==> src/verilog/opad_regs.vh <==
// Constants shared by the operand addressing decoder.
`ifndef OPAD_REGS_VH
`define OPAD_REGS_VH

// Status word location on the register port and its reset value.
`define OPAD_STATUS_ADDR      8'hD5
`define OPAD_STATUS_RST       8'h00
`define OPAD_BANK_BIT         0

// Operand form codes presented on dec_mode.
`define OPAD_M_WREG           4'h0
`define OPAD_M_WBIT           4'h1
`define OPAD_M_GREG           4'h2
`define OPAD_M_PAIR           4'h3
`define OPAD_M_IND_WPAIR      4'h4
`define OPAD_M_IND_ADDR       4'h5
`define OPAD_M_REG_INDEXED    4'h6
`define OPAD_M_SHORT_INDEXED  4'h7
`define OPAD_M_LONG_INDEXED   4'h8
`define OPAD_M_DIRECT_TARGET  4'h9
`define OPAD_M_RELATIVE       4'hA
`define OPAD_M_IMM            4'hB
`define OPAD_M_IMM_LONG       4'hC

// Result kinds reported on res_kind.
`define OPAD_K_WORK_REG       2'h0
`define OPAD_K_REG_ADDR       2'h1
`define OPAD_K_MEM_ADDR       2'h2
`define OPAD_K_DATA           2'h3

// Field positions inside the register select byte.
`define OPAD_IDX_MSB          3
`define OPAD_BIT_MSB          6
`define OPAD_BIT_LSB          4
`define OPAD_ODD_BIT          0

// Sign position of a byte displacement and its extension width.
`define OPAD_DISP_MSB         7
`define OPAD_DISP_EXT         8

// Zero helpers at the widths they meet.
`define OPAD_ZERO3            3'h0
`define OPAD_ZERO8            8'h00
`define OPAD_ZERO16           16'h0000

`endif

==> src/verilog/opad_decode.v <==
// Operand addressing decoder with the bank select status word.
//
// The strobed register port was decided locally.
`timescale 1ns/10ps
//
// Contract
// - status bit 0 picks bank; ops clear/set it
// - working register 4-bit index, bit 3-bit position
// - general register: 8-bit address or working index
// - register pair operands must be even numbered
// - indirect working pair points to target location
// - indirect address form accepts even 0..254 only
// - indexed: 8-bit base plus working register contents
// - short indexed adds signed 8-bit to pair
// - long indexed adds unsigned 16-bit to pair
// - direct form carries full 16-bit target address
// - relative adds signed 8-bit to next address
// - immediate supplies 8-bit constant from stream
// - long immediate supplies 16-bit constant from stream
`include "opad_regs.vh"

module opad_decode #(
    parameter ADDR_W = 8,
    parameter DATA_W = 8
) (
    // Clock, reset and the freeze enable.
    sys_clk,
    sys_rst,
    clk_en,
    // Software register port.
    reg_addr,
    reg_wdata,
    reg_wr,
    reg_rd,
    reg_rdata,
    // Bank instructions and the flag they drive.
    select_bank_zero_op,
    select_bank_one_op,
    bank_sel,
    // Decode request from the instruction stream.
    dec_valid,
    dec_mode,
    dec_wform,
    dec_sel,
    dec_word,
    next_pc,
    // Lookups into the working register file.
    wreg_idx,
    wpair_idx,
    wreg_data,
    wpair_data,
    // Resolved operand.
    res_valid,
    res_kind,
    res_addr,
    res_bit,
    res_err
);
    // Clock, reset and the freeze enable.
    input  wire              sys_clk;
    input  wire              sys_rst;
    input  wire              clk_en;

    // Software register port.
    input  wire [ADDR_W-1:0] reg_addr;
    input  wire [DATA_W-1:0] reg_wdata;
    input  wire              reg_wr;
    input  wire              reg_rd;
    output reg  [DATA_W-1:0] reg_rdata;

    // Bank instructions and the flag they drive.
    input  wire              select_bank_zero_op;
    input  wire              select_bank_one_op;
    output wire              bank_sel;

    // Decode request from the instruction stream.
    input  wire              dec_valid;
    input  wire [3:0]        dec_mode;
    input  wire              dec_wform;
    input  wire [7:0]        dec_sel;
    input  wire [15:0]       dec_word;
    input  wire [15:0]       next_pc;

    // Lookups into the working register file.
    output wire [3:0]        wreg_idx;
    output wire [3:0]        wpair_idx;
    input  wire [7:0]        wreg_data;
    input  wire [15:0]       wpair_data;

    // Resolved operand.
    output reg               res_valid;
    output reg  [1:0]        res_kind;
    output reg  [15:0]       res_addr;
    output reg  [2:0]        res_bit;
    output reg               res_err;

    ////////////////////////////////////////////////////////////////////
    // Status word.
    //
    // Only bit 0 has a meaning of its own inside this block: it picks
    // which bank of the upper register area the core addresses. The
    // other seven bits are plain storage here; the arithmetic flags
    // kept in them belong to the execution unit, outside this block.
    // The reset value is a choice, not a fixed figure.

    reg  [DATA_W-1:0] status_r;
    reg  [DATA_W-1:0] status_nxt;
    wire              status_hit;

    assign status_hit = (reg_addr == `OPAD_STATUS_ADDR);

    // Software write first, bank instructions after, so an instruction
    // in the same cycle as a store still lands; the set op beats the
    // clear op because both at once is a fetch fault we must not hide.
    // A store to any other address leaves the word alone; the port
    // decodes one location only.
    always @* begin
        status_nxt = status_r;
        if (reg_wr && status_hit) begin
            status_nxt = reg_wdata;
        end
        if (select_bank_zero_op) begin
            status_nxt[`OPAD_BANK_BIT] = 1'b0;
        end
        if (select_bank_one_op) begin
            status_nxt[`OPAD_BANK_BIT] = 1'b1;
        end
    end

    // Status register.
    always @(posedge sys_clk or posedge sys_rst) begin
        if (sys_rst) begin
            status_r <= `OPAD_STATUS_RST;
        end else if (clk_en) begin
            status_r <= status_nxt;
        end
    end

    // One-cycle-late read port. The data stand for one cycle only and
    // fall back to zero, so a stale read can never pass for a fresh
    // one at a master that samples late.
    always @(posedge sys_clk or posedge sys_rst) begin
        if (sys_rst) begin
            reg_rdata <= `OPAD_ZERO8;
        end else if (clk_en) begin
            if (reg_rd && status_hit) begin
                reg_rdata <= status_r;
            end else begin
                reg_rdata <= `OPAD_ZERO8; // Unmapped reads give zero.
            end
        end
    end

    // The flag steers the bank mux of the register file directly, so
    // a bank instruction counts from the very next instruction on.
    // bank select out.
    assign bank_sel = status_r[`OPAD_BANK_BIT];

    ////////////////////////////////////////////////////////////////////
    // Register file lookups.

    // The register file answers these in the same cycle, so the index
    // fields go out unregistered; they are only addresses, not results.
    // A lookup is made every cycle, request or not, so the file must
    // tolerate idle reads; a read has no side effect there, so this
    // costs nothing but power.
    // working register index.
    assign wreg_idx  = (dec_mode == `OPAD_M_REG_INDEXED) ?
                       dec_word[`OPAD_IDX_MSB:0] :
                       dec_sel[`OPAD_IDX_MSB:0];
    assign wpair_idx = dec_sel[`OPAD_IDX_MSB:0];

    ////////////////////////////////////////////////////////////////////
    // Operand resolution.
    //
    // Each form reduces to one 16-bit value and a kind, so the
    // consumer needs a single port instead of one per form. All sums
    // wrap: a register address wraps in 8 bits, a memory address in 16.
    // Odd pairs and pointers are flagged on res_err rather than
    // rounded down, because fixing them quietly would hide a bad
    // opcode from the core's fault logic.

    // Next values of the result fields.
    reg  [1:0]  kind_nxt;
    reg  [15:0] addr_nxt;
    reg  [2:0]  bit_nxt;
    reg         err_nxt;

    // Helpers shared by several forms.
    wire        sel_odd;
    wire [15:0] short_disp;
    wire [15:0] rel_disp;
    wire [7:0]  indexed_sum;

    // An odd low bit marks a pair or pointer that is not allowed.
    assign sel_odd     = dec_sel[`OPAD_ODD_BIT];
    assign short_disp  = {{`OPAD_DISP_EXT{dec_word[`OPAD_DISP_MSB]}},
                          dec_word[`OPAD_DISP_MSB:0]};
    assign rel_disp    = short_disp;
    assign indexed_sum = dec_sel + wreg_data;

    // One form per cycle; unknown codes report an error and address 0.
    // The defaults cover every field that a form leaves unused.
    always @* begin
        kind_nxt = `OPAD_K_REG_ADDR;
        addr_nxt = `OPAD_ZERO16;
        bit_nxt  = `OPAD_ZERO3;
        err_nxt  = 1'b0;
        case (dec_mode)
            // Sixteen working registers, named by a 4-bit index.
            // working register form.
            `OPAD_M_WREG: begin
                kind_nxt = `OPAD_K_WORK_REG;
                addr_nxt = {12'h000, dec_sel[`OPAD_IDX_MSB:0]};
            end

            // Same index, plus one of eight bit positions.
            // bit of working.
            `OPAD_M_WBIT: begin
                kind_nxt = `OPAD_K_WORK_REG;
                addr_nxt = {12'h000, dec_sel[`OPAD_IDX_MSB:0]};
                bit_nxt  = dec_sel[`OPAD_BIT_MSB:`OPAD_BIT_LSB];
            end

            // Either a full 256-location address or a working index.
            // general register form.
            `OPAD_M_GREG: begin
                if (dec_wform) begin
                    kind_nxt = `OPAD_K_WORK_REG;
                    addr_nxt = {12'h000, dec_sel[`OPAD_IDX_MSB:0]};
                end else begin
                    addr_nxt = {`OPAD_ZERO8, dec_sel};
                end
            end

            // Pairs start on an even register; odd ones are flagged.
            // even pairs only.
            `OPAD_M_PAIR: begin
                err_nxt = sel_odd;
                if (dec_wform) begin
                    kind_nxt = `OPAD_K_WORK_REG;
                    addr_nxt = {12'h000, dec_sel[`OPAD_IDX_MSB:0]};
                end else begin
                    addr_nxt = {`OPAD_ZERO8, dec_sel};
                end
            end

            // The pair's 16-bit contents are the target location.
            // pair as pointer.
            `OPAD_M_IND_WPAIR: begin
                kind_nxt = `OPAD_K_MEM_ADDR;
                err_nxt  = sel_odd;
                addr_nxt = wpair_data;
            end

            // Indirect address byte: even values 0 to 254 only.
            // even address only.
            `OPAD_M_IND_ADDR: begin
                err_nxt  = sel_odd;
                addr_nxt = {`OPAD_ZERO8, dec_sel};
            end

            // Base byte plus a working register, wrapping in 8 bits.
            // base plus register.
            `OPAD_M_REG_INDEXED: begin
                addr_nxt = {`OPAD_ZERO8, indexed_sum};
            end

            // Signed byte offset, -128 to +127, on a pair's contents.
            // signed short offset.
            `OPAD_M_SHORT_INDEXED: begin
                kind_nxt = `OPAD_K_MEM_ADDR;
                err_nxt  = sel_odd;
                addr_nxt = wpair_data + short_disp;
            end

            // Unsigned 16-bit offset on a pair's contents.
            // unsigned long offset.
            `OPAD_M_LONG_INDEXED: begin
                kind_nxt = `OPAD_K_MEM_ADDR;
                err_nxt  = sel_odd;
                addr_nxt = wpair_data + dec_word;
            end

            // The instruction carries the whole 16-bit target.
            // full direct target.
            `OPAD_M_DIRECT_TARGET: begin
                kind_nxt = `OPAD_K_MEM_ADDR;
                addr_nxt = dec_word;
            end

            // Signed byte offset from the following instruction.
            // next address relative.
            `OPAD_M_RELATIVE: begin
                kind_nxt = `OPAD_K_MEM_ADDR;
                addr_nxt = next_pc + rel_disp;
            end

            // A constant byte straight from the instruction stream.
            // byte immediate.
            `OPAD_M_IMM: begin
                kind_nxt = `OPAD_K_DATA;
                addr_nxt = {`OPAD_ZERO8, dec_word[7:0]};
            end

            // A constant word straight from the instruction stream.
            // word immediate.
            `OPAD_M_IMM_LONG: begin
                kind_nxt = `OPAD_K_DATA;
                addr_nxt = dec_word;
            end

            // Codes above the last form are not assigned.
            default: begin
                err_nxt = 1'b1;
            end
        endcase
    end

    ////////////////////////////////////////////////////////////////////
    // Result register.

    // Results hold until the next request; res_valid marks the fresh one.
    // Holding avoids a mux at the consumer, at the price of stale data
    // being visible while res_valid is low.
    // A request offered while clk_en is low is lost, not delayed: the
    // enable freezes the request capture along with everything else.
    // After reset the fields read as working register 0; res_valid
    // low marks that as meaningless.
    always @(posedge sys_clk or posedge sys_rst) begin
        if (sys_rst) begin
            res_valid <= 1'b0;
            res_kind  <= `OPAD_K_WORK_REG;
            res_addr  <= `OPAD_ZERO16;
            res_bit   <= `OPAD_ZERO3;
            res_err   <= 1'b0;
        end else if (clk_en) begin
            res_valid <= dec_valid;
            if (dec_valid) begin
                res_kind <= kind_nxt;
                res_addr <= addr_nxt;
                res_bit  <= bit_nxt;
                res_err  <= err_nxt;
            end
        end
    end

endmodule

==> config.mk <==
export PLATFORM = sky130hd
export DESIGN_NAME = opad_decode
export DESIGN_NICKNAME = d
export VERILOG_FILES = /design/src/verilog/opad_decode.v
export VERILOG_INCLUDE_DIRS = /design/src /design/src/verilog
export SDC_FILE = /design/constraint.sdc
export NUM_CORES = 1
export LEC_CHECK = 0
export BUFFER_PORTS_ARGS = -buffer_cell sky130_fd_sc_hd__buf_2
export CORE_AREA = 3 3 93 95
export DETAILED_ROUTE_END_ITERATION = 10
export DIE_AREA = 0 0 96 98
export GPL_TIMING_DRIVEN = 0
export HOLD_SLACK_MARGIN = 0.06
export PLACE_DENSITY = 0.78
export SLEW_MARGIN = 20
export SYNTH_ARGS = -nofsm -noshare
export SYNTH_HDL_FRONTEND = slang
export SYNTH_SLANG_ARGS = --single-unit
==> constraint.sdc <==
create_clock -name sys_clk -period 1.7 [get_ports sys_clk]
set_input_delay 0.17 -clock sys_clk [delete_from_list [all_inputs] [get_ports sys_clk]]
set_output_delay 0.17 -clock sys_clk [all_outputs]
set_load 0.02 [all_outputs]
Word level (Yosys, flattened, before mapping) --
Index checks and enable logic that the tools add are counted.
Cells by class: equal/unequal tests 13, reductions and logical operators 14, mux-type cells 11, $add $sub $neg 4
Operators by type and width (count):
- $pmux W16 S10 | 1
- $add A16 B16 Y16 | 3
- $eq A4 B4 Y1 const B | 5
- $eq A4 B3 Y1 const B | 4
- $mux W8 | 2
- $reduce_or A5 Y1 | 2
- $add A8 B8 Y8 | 1
- $eq A4 B2 Y1 const B | 2
- $eq A8 B8 Y1 const B | 1
- $pmux W2 S4 | 1
- $reduce_or A2 Y1 | 4
- $reduce_or A8 Y1 | 1
- $reduce_and A2 Y1 | 3
- $eq A4 B1 Y1 const B | 1
- $logic_not A4 Y1 | 1
- $mux W1 | 4
- $mux W4 | 1
- $mux W3 | 1
- $reduce_bool A3 Y1 | 1
- $logic_and A1 B1 Y1 | 2
- $pmux W1 S2 | 1
Storage, ports and cells: output and inout bits 40, word-level logic and storage cells 50, bits in registers 39

Longest topological paths before layout --
Gate-level depths: netlist of run 1.
depth after elaboration 5, mapped depth 15, gate-level depth less buffers 13

Worst setup path before layout of run 1 --
Ideal clock, no wire load.
path type input port to flip-flop, from in dec_mode[2], to reg res_addr[14], arrival 2.811 ns, buffers on the path 2, data required time 1.610 ns, library setup time 0.090 ns, setup slack -1.201 ns, cell stages on the path 15, path through buf_2 nand2b_2 nor2_8 buf_2 mux2_2 ha_1 inv_1 fa_1 nand2b_1 a21o_1 a211oi_1 nand2b_1 a31oi_1 xor2_1 o221ai_1
Between the ends: word-level cells in the longest chain between the ends 3, elaborated cells on any way between the ends 17
Ends and longest elaborated chain:
- from (decl) | line opad_decode.v:78 | input wire [3:0] dec_mode;
- $eq A4 B4 Y1, or another cell as far along | line opad_decode.v:209 | case (dec_mode)
- $reduce_or A2 Y1 (no source line)
- $pmux W16 S10 * | line opad_decode.v:209
- to (signal assigned) | line opad_decode.v:334 | res_addr <= `OPAD_ZERO16;
- to (signal assigned) | line opad_decode.v:341 | res_addr <= addr_nxt;
- to (decl) | line opad_decode.v:93 | output reg [15:0] res_addr;
Every way passes the cells marked *; elsewhere a longest branch is shown, timed or not. A chain may end at the register's enable or synchronous reset.

Final worst setup path of run 1 --
from in dec_mode[2], to reg res_addr[12]
The elaborated chain is that of the path after synthesis.

==> impl_metrics.tcl, run 1 <==
set metrics [dict create \
    crit_start "dec_mode[2]" \
    synth_edf_count 0 \
    multi_input_area_um2 3300 \
    seq_area_um2 976 \
    critical-path-slowest-cell "mux2_4" \
    status "finished with violations" \
    power_density_nw_per_um2 621 \
    grt_pass1_vias 4432 \
    die_w_um 96 \
    worst_setup_path_end_kind "flip-flop" \
    drive_gt1_share_pct 40.0 \
    drcViolationCount 0 \
    grt.overflow.total 0 \
    die_h_um 98 \
    hold_viol_final 0 \
    dr.pass1.iters 7 \
    wl_per_cell_um 18.9 \
    failed_checks "negative setup slack" \
    insertedDiodeCount 0 \
    mostFrequentLayoutCell "buf_2" \
    final_cell_mix "buf_2, nand2_1, dfrtp_1" \
    clk_root_buffer_cell "clkbuf_8" \
    synth-seq-cells 39 \
    wl_met2_mm 7.07 \
    grt_max_degree 33 \
    max_freq_mhz 391 \
    synthCells 494 \
    tns_ns -8.13 \
    place_congestion 0.941 \
    post-dp-hpwl_mm 10.4 \
    grt_pass1_wl_mm 21.3 \
    clk-insertion-delay-late_ns 0.30 \
    setup_viol 16 \
    grtUsageTotal_pct 28.6 \
    h-tree-depth 2 \
    io_pins 133 \
    synth_top_area_cell "dfrtp_1" \
    clock_sinks 39 \
    skew_ns 0.00735 \
    rsz0062_at_grt "true" \
    hp-start "reg_wdata[5]" \
    cts_buffer_depth 2 \
    ys.flop_type "dfrtp_1" \
    grt_antenna_before_repair 0 \
    hold_path_class "in2reg" \
    start_util_pct 53.8 \
    top_layer "met4" \
    startpoint_type "input pin" \
    drt_iter0_drc 447 \
    finalPower_mw 3.53 \
    min_period_ns 2.56 \
    ir_drop_uv 344 \
    numCtsBuffers 5 \
    ys_types 64 \
    syn_nets 628 \
    crit_arrival_ns 2.78 \
    clkTransAtPathRegs_ns 0.09 \
    nFillCells 635 \
    worstSetupPathType "in2reg" \
    viasPerCell 6.14 \
    rr_startpoint "res_addr[7]" \
    ant_nets 0 \
    synthArstFlopShare_pct 100 \
    synth_warnings 0 \
    fin_util_pct 72.7 \
    portBuffers 130 \
    drv_cap 0 \
    worst_slew_pin_slew_ns 0.629 \
    crit_chain "buf_8 > nand2b_4 > nor2_8 > buf_8 > mux2_4 > ha_4 > inv_2 > fa_2 > nand2b_4 > a21o_1 > buf_6 > a211oi_4 > o31ai_2 > mux2i_1 > o21ai_1 > o211ai_1" \
    period_share_pct 150 \
    yosysTopAreaCellShare_pct 23.2 \
    route.met3.wl_mm 1.49 \
    crit_fanout 8 \
    fin_nets 790 \
    coreArea_um2 7810 \
    avgSynthCellArea_um2 8.50 \
    slew_headroom_pct 58.0 \
    yosys-top-cells-area "dfrtp_1, ha_1, mux2_2, o21ai_0, nand2_1" \
    m1WireLength_mm 5.48 \
    die_area_um2 9410 \
    cts_tree "built" \
    wl_mm 14.4 \
    worstPathRequired_ns 1.92 \
    rows 32 \
    vias 4660 \
    ys_seq_area_share_pct 23.2 \
    p_leak_nw 2.69 \
    area_delta_synth_final_pct 35.2 \
    critPathMaxStageDelay_ns 0.31 \
    synth_area_um2 4200 \
    place_ws_ns -1.28 \
    setup_ws_ns -0.855 \
    maxSlewViolCount 0 \
]
==> cell families (layout without fill, tap and decap cells) <==
logic type | Yosys count | in the layout | synth area share [%]
AOI/OAI and AO/OA | 167 | 167 | 26.9
xor gates and xnor gates | 32 | 32 | 6.68
adders and majority gates | 41 | 41 | 12.8
buffers and inverters | 47 | 210 | 5.36
DFF | 39 | 39 | 23.2
muxes | 36 | 36 | 9.36
and+or+nand+nor | 132 | 132 | 15.6
==> final cells by class <==
| type | instances | share of cell area [%] |
|---|---|---|
| Sequential cell | 39 | 17.2 |
| Inverter | 23 | 1.52 |
| Multi-Input combinational cell | 408 | 58.1 |
| Clock buffer | 5 | 1.21 |
| Buffer | 23 | 2.98 |
| Tap cell | 102 | 2.25 |
| Clock inverter | 3 | 0.772 |
| Timing Repair Buffer | 156 | 16.0 |
==> state kept, by name (all words and copies together), names as in the netlist <==
| name | cells |
|---|---|
| res_addr | 16 |
| reg_rdata | 8 |
| status_r | 8 |
| res_bit | 3 |
| res_kind | 2 |
| res_err | 1 |
| res_valid | 1 |
==> synth_stat cells, types with 3 or more instances <==
cell type   n
a211oi_1    8
a21boi_0    3
a21o_1      9
a21oi_1    32
a222oi_1    3
a22o_1     10
a22oi_1     9
a31oi_1     4
and2_1      3
buf_2       9
buf_4       6
clkbuf_1    7
dfrtp_1    39
fa_1        3
ha_1       38
inv_1      23
mux2_2     26
mux2i_1    10
nand2_1    53
nand2b_1   10
nand3_1    13
nor2_1     21
nor2b_1     9
nor3_1      6
nor4_1      3
o211ai_1    7
o21a_1      3
o21ai_0    41
o21ai_1    10
xnor2_1    21
xor2_1     11
==> power breakdown <==
group | switching, mW | internal [mW] | total [mW]
Sequential | 0.0486 | 1.00 | 1.05
Combinational | 0.930 | 0.737 | 1.67
Clock | 0.371 | 0.438 | 0.809
Total | 1.35 | 2.18 | 3.53
==> final timing paths <==
path / to / slack, ns / depth (start not counted)
worst max-delay path: res_addr[12] / -0.86 / 16
min in group asynchronous: res_bit[1] / 0.31 / 3
worst min-delay path: status_r[5] / 0.1 / 2
worst max register to register: res_addr[7] / 0.46 / 4
max in group asynchronous: status_r[2] / 0.97 / 4
worst min register to register: reg_rdata[1] / 0.48 / 2
==> per-stage QoR <==
stage	hold WS [ns]	cell area [um^2]	instances
floorplan	0.303	4290	494
global placement	0.404	5070	726
detailed placement	0.0808	5090	727
CTS	0.105	5450	749
global route	0.109	5670	759
finish	0.0971	5670	759
==> timing repair <==
item	CTS	global route
gates resized for setup	35	36
hold buffers	1	0
cloned	0	1
endpoints found under the hold margin	39	0
endpoints found under the setup margin	19	19
setup buffers	14	11
pin swaps	24	18
==> worst max-delay path: cells and delay by family <==
family                   cells  cell delay [ns]
AND/OR/NAND/NOR              3             0.45
adder cells (fa/ha/maj)      2             0.40
AO/OA/AOI/OAI                5             0.72
buffers and inverters        4             0.42
multiplexers                 2             0.62
==> routing by layer <==
layer / track usage [%] / vias to the layer above
met2: 49.1 / 280
met1: 36.6 / 2211
met5: 0 / -
met3: 5.55 / 34
met4: 6.24 / 0
li1: - / 2135
No activity file was read; power rests on OpenSTA's default activity.
==> run 2: changes to the inputs <==
- CORE_AREA: 3 3 93 95 -> 3 3 96 98
- DIE_AREA: 0 0 96 98 -> 0 0 99 101
- MAX_ROUTING_LAYER: not set -> met4
- PLACE_DENSITY: 0.78 -> 0.73
==> impl_metrics.tcl, run 2 (synthesis results as in run 1) <==
set metrics [dict create \
    maxSlewViolCount 0 \
    status "finished with violations" \
    grt_pass1_vias 4471 \
    setup_ws_ns -0.710 \
    cts_buffer_depth 2 \
    fin_cells 769 \
    final_cell_mix "buf_2, nand2_1, dfrtp_1" \
    grt_antenna_before_repair 0 \
    io_pins 133 \
    dp_cells 733 \
    viasPerCell 5.95 \
    mostFrequentLayoutCell "buf_2" \
    worstPathRequired_ns 1.87 \
    drcViolationCount 0 \
    cts_tree "built" \
    post-dp-hpwl_mm 10.3 \
    nFillCells 732 \
    insertedDiodeCount 0 \
    die_area_um2 10000 \
    vias 4576 \
    grt_max_degree 33 \
    dr.pass1.iters 7 \
    slew_headroom_pct 44.8 \
    setup_viol 15 \
    worst_setup_path_end_kind "flip-flop" \
    seq_area_um2 976 \
    die_h_um 101 \
    wl_mm 13.9 \
    place_congestion 0.951 \
    portBuffers 130 \
    drive_gt1_share_pct 40.5 \
    drt_iter0_drc 216 \
    rows 34 \
    max_flop_register "res_addr" \
    die_w_um 99 \
    rsz0062_at_grt "true" \
    period_share_pct 142 \
    grt.overflow.total 0 \
    min_period_ns 2.41 \
    wl_per_cell_um 18.1 \
    grtUsageTotal_pct 27.5 \
    failed_checks "negative setup slack" \
    crit_arrival_ns 2.58 \
    start_util_pct 49.1 \
    finalPower_mw 3.65 \
    p_leak_nw 2.72 \
    rrSetupSlack_ns 0.48 \
    ant_nets 0 \
    hold_path_class "in2reg" \
    fin_nets 794 \
    clk-insertion-delay-late_ns 0.29 \
    grt_pass1_wl_mm 21.6 \
    hold_viol_final 0 \
    top_regs "res_addr x16, reg_rdata x8, status_r x8" \
    skew_ns 0.000784 \
    h-tree-depth 2 \
    numCtsBuffers 5 \
    clock_sinks 39 \
    power_density_nw_per_um2 637 \
    max_freq_mhz 415 \
    fin_util_pct 67.1 \
    clkTransAtPathRegs_ns 0.08 \
    crit_fanout 6 \
    worst_slew_pin_slew_ns 0.807 \
    ir_drop_uv 366 \
    area_delta_synth_final_pct 36.6 \
    startpoint_type "input pin" \
    clk_root_buffer_cell "clkbuf_8" \
    multi_input_area_um2 3330 \
    coreArea_um2 8550 \
    largest_reg_flops 16 \
    worstSetupPathType "in2reg" \
    timing.hold.ws_ns 0.108 \
    drv_cap 0 \
]
-- run 2: changes by cell type in the layout (fill, tap and decap cells not counted), sizes merged --
cell    delta
buf        +4
clkinv     -2
bufinv     +1
clkbuf     +1
-- run 2: power by group --
| group | total [mW] | switching (mW) | internal, mW |
|---|---|---|---|
| clock network | 0.939 | 0.352 | 0.587 |
| registers | 1.05 | 0.0483 | 1.00 |
| logic | 1.66 | 0.914 | 0.750 |
-- run 2: path summary, 6_finish.rpt --
check / end / cells past startpoint / from
setup / recovery: res_addr[15] / 13 / dec_mode[0]
setup reg to reg: res_addr[7] / 4 / res_addr[7]
hold / removal: status_r[7] / 2 / reg_wdata[7]
min in group asynchronous: res_addr[1] / 3 / sys_rst
max in group asynchronous: status_r[3] / 4 / sys_rst
hold reg to reg: reg_rdata[1] / 2 / status_r[1]
-- run 2: final cells by class --
cell class                 count  area share (%)
multi-input combinational    408            58.0
clock inverter                 2            1.05
sequential                    39            17.0
timing repair buffer         160            15.8
clock buffer                   6            1.27
tap                          108            2.36
inverter                      23            1.51
buffer                        23            3.03
-- run 2: layer usage --
layer	GRT usage (%)	up-vias	part of all wire (%)
li1	-	2148	-
met1	34.4	2146	40
met2	46.0	246	48
met3	4.36	36	9.7
met4	8.19	0	2.5
met5	-	-	0
-- run 2: metrics by stage --
step / setup slack [ns] / setup TNS, ns / cell area, um^2
finish: -0.710 / -8.24 / 5740
global route: -0.813 / -9.56 / 5740
CTS: -0.755 / -6.94 / 5510
detailed placement: -1.24 / -15.00 / 5090
global placement: -1.23 / -14.60 / 5070
floorplan: -0.867 / -9.48 / 4290
-- run 2: repair_timing --
| action | 4_1_cts | 5_1_grt |
|---|---|---|
| hold buffers | 1 | 0 |
| endpoints found under the setup margin | 19 | 19 |
| gates resized for setup | 38 | 22 |
| setup buffers | 11 | 16 |
| pin swaps | 28 | 20 |
| gates cloned | 0 | 1 |
| hold endpoints to repair | 39 | 0 |
-- run 2: worst max-delay path: stages --
cell      delay, ns
buf_12         0.10
nand2b_4       0.16
nor2_8         0.17
buf_8          0.14
mux2_2         0.35
ha_4           0.25
o21ai_2        0.14
nor2_2         0.07
o41a_1         0.40
a21oi_2        0.25
a21oi_2        0.11
xnor2_1        0.16
o211ai_1       0.11
==> run 3: changes to the inputs <==
- CORE_AREA: 3 3 96 98 -> 3 3 114 116
- DIE_AREA: 0 0 99 101 -> 0 0 117 119
- HOLD_SLACK_MARGIN: 0.06 -> 0.05
- PLACE_DENSITY: 0.73 -> 0.54
==> impl_metrics.tcl, run 3 (synthesis results as in run 1) <==
set metrics [dict create \
    insertedDiodeCount 0 \
    clock_sinks 39 \
    grt_max_degree 23 \
    portBuffers 130 \
    largest_reg_flops 16 \
    hold_end "status_r[5]" \
    clk-insertion-delay-late_ns 0.28 \
    post-dp-hpwl_mm 11.3 \
    ir_drop_uv 340 \
    max_freq_mhz 398 \
    grtUsageTotal_pct 21.0 \
    rr_worst_depth 4 \
    critPathMaxStageDelay_ns 0.34 \
    worst_slew_pin_slew_ns 0.760 \
    drt_iter0_drc 337 \
    worstSetupPathType "in2reg" \
    rows 40 \
    power_density_nw_per_um2 658 \
    hold_path_class "in2reg" \
    drv_cap 0 \
    hold_path_depth 2 \
    hp-start "reg_wdata[5]" \
    top_regs "res_addr x16, reg_rdata x8, status_r x8" \
    die_area_um2 13900 \
    vias 4398 \
    failed_checks "negative setup slack" \
    startpoint_type "input pin" \
    setup_ws_ns -0.816 \
    critical-path-slowest-cell "fa_2" \
    rr_startpoint "res_addr[7]" \
    grt_antenna_before_repair 0 \
    drive_gt1_share_pct 40.3 \
    design_area_um2 5800 \
    finalPower_mw 3.81 \
    status "finished with violations" \
    coreArea_um2 12000 \
    rsz0062_at_grt "true" \
    rrSetupSlack_ns 0.47 \
    io_pins 133 \
    skew_ns 0.00688 \
    placed_area_um2 5150 \
    wl_per_cell_um 18.1 \
    crit_path_frequent_cell "nand2b_4" \
    mostFrequentLayoutCell "buf_2" \
    grt_pass1_vias 4318 \
    period_share_pct 148 \
    setup_viol 15 \
    clk_root_buffer_cell "clkbuf_16" \
    drcViolationCount 0 \
    numCtsBuffers 5 \
    grt_pass1_wl_mm 22.5 \
    h-tree-depth 2 \
    fin_util_pct 48.3 \
    grt.overflow.total 0 \
    crit_start "dec_mode[0]" \
    start_util_pct 34.9 \
    dr.pass1.iters 5 \
    timing.rr.end "res_addr[7]" \
    slew_headroom_pct 48.0 \
    viasPerCell 5.45 \
    hold_viol_final 0 \
    wl_mm 14.6 \
    nFillCells 1200 \
    worst_setup_path_end_kind "flip-flop" \
    final_cell_mix "buf_2, nand2_1, dfrtp_1" \
    min_period_ns 2.52 \
    fin_nets 793 \
    die_h_um 119 \
    maxSlewViolCount 0 \
    max_flop_register "res_addr" \
    cts_buffer_depth 2 \
    worstPathRequired_ns 1.86 \
    die_w_um 117 \
    area_delta_synth_final_pct 38.1 \
    p_leak_nw 2.72 \
    crit_arrival_ns 2.68 \
    crit_chain "buf_12 > nand2b_4 > nor2_8 > buf_8 > mux2_4 > ha_4 > inv_2 > fa_2 > nand2b_4 > a21o_1 > buf_6 > a211oi_4 > o31ai_2 > mux2i_1 > o21ai_1 > o211ai_1" \
    ant_nets 0 \
    cts_tree "built" \
    clkTransAtPathRegs_ns 0.06 \
    place_congestion 0.959 \
    crit_fanout 7 \
]
## run 3: area by class of cell
class,instances,area (um^2),area share [%]
buffer,23,179,3.09
clock buffer,6,139,2.40
clock inverter,2,35.0,0.604
inverter,23,86.3,1.49
multi-input combinational,408,3290,56.8
sequential,39,976,16.8
tap,147,184,3.17
timing repair buffer,159,907,15.7
## run 3: per-stage QoR
stage,hold WS [ns],setup TNS (ns),worst slack [ns],cells
floorplan,0.303,-9.48,-0.867,494
finish,0.121,-8.40,-0.816,807
CTS,0.115,-8.75,-0.832,795
detailed placement,0.282,-16.43,-1.34,772
global route,0.126,-9.82,-0.927,807
global placement,0.406,-17.11,-1.31,771
## run 3: repair_timing
action                                  4_1_cts  5_1_grt
hold buffers                                  1        0
resized for setup                            27       29
buffers inserted                             15       12
endpoints found under the setup margin       19       19
endpoints found under the hold margin        21        0
pin swaps                                    32       32
## run 3: routing by layer
metal	up-vias	wire length (um)	global-route usage, %
met3	12	921	2.69
met5	-	0	-
met2	166	6880	34.0
li1	2145	-	-
met1	2075	6660	28.3
met4	0	163	4.09
## run 3: worst max-delay path by stage
stage | endpoint | slack (ns)
after CTS | res_addr[14] | -0.83
after global routing | res_addr[12] | -0.93
after detailed placement | res_addr[14] | -1.34
after global placement | res_addr[14] | -1.31
after floorplan | res_addr[14] | -0.87
final | res_addr[12] | -0.82
## run 3: critical path, delay by kind of cell
kind | cells | cell delay, ns
AO/OA/AOI/OAI | 5 | 0.85
adder cells (fa/ha/maj) | 2 | 0.48
buffers and inverters | 4 | 0.42
multiplexers | 2 | 0.29
AND/OR/NAND/NOR | 3 | 0.47
## run 3: where the power goes
part	internal [mW]	switching, mW
combinational	0.731	0.913
sequential	1.00	0.0460
clock	0.730	0.389
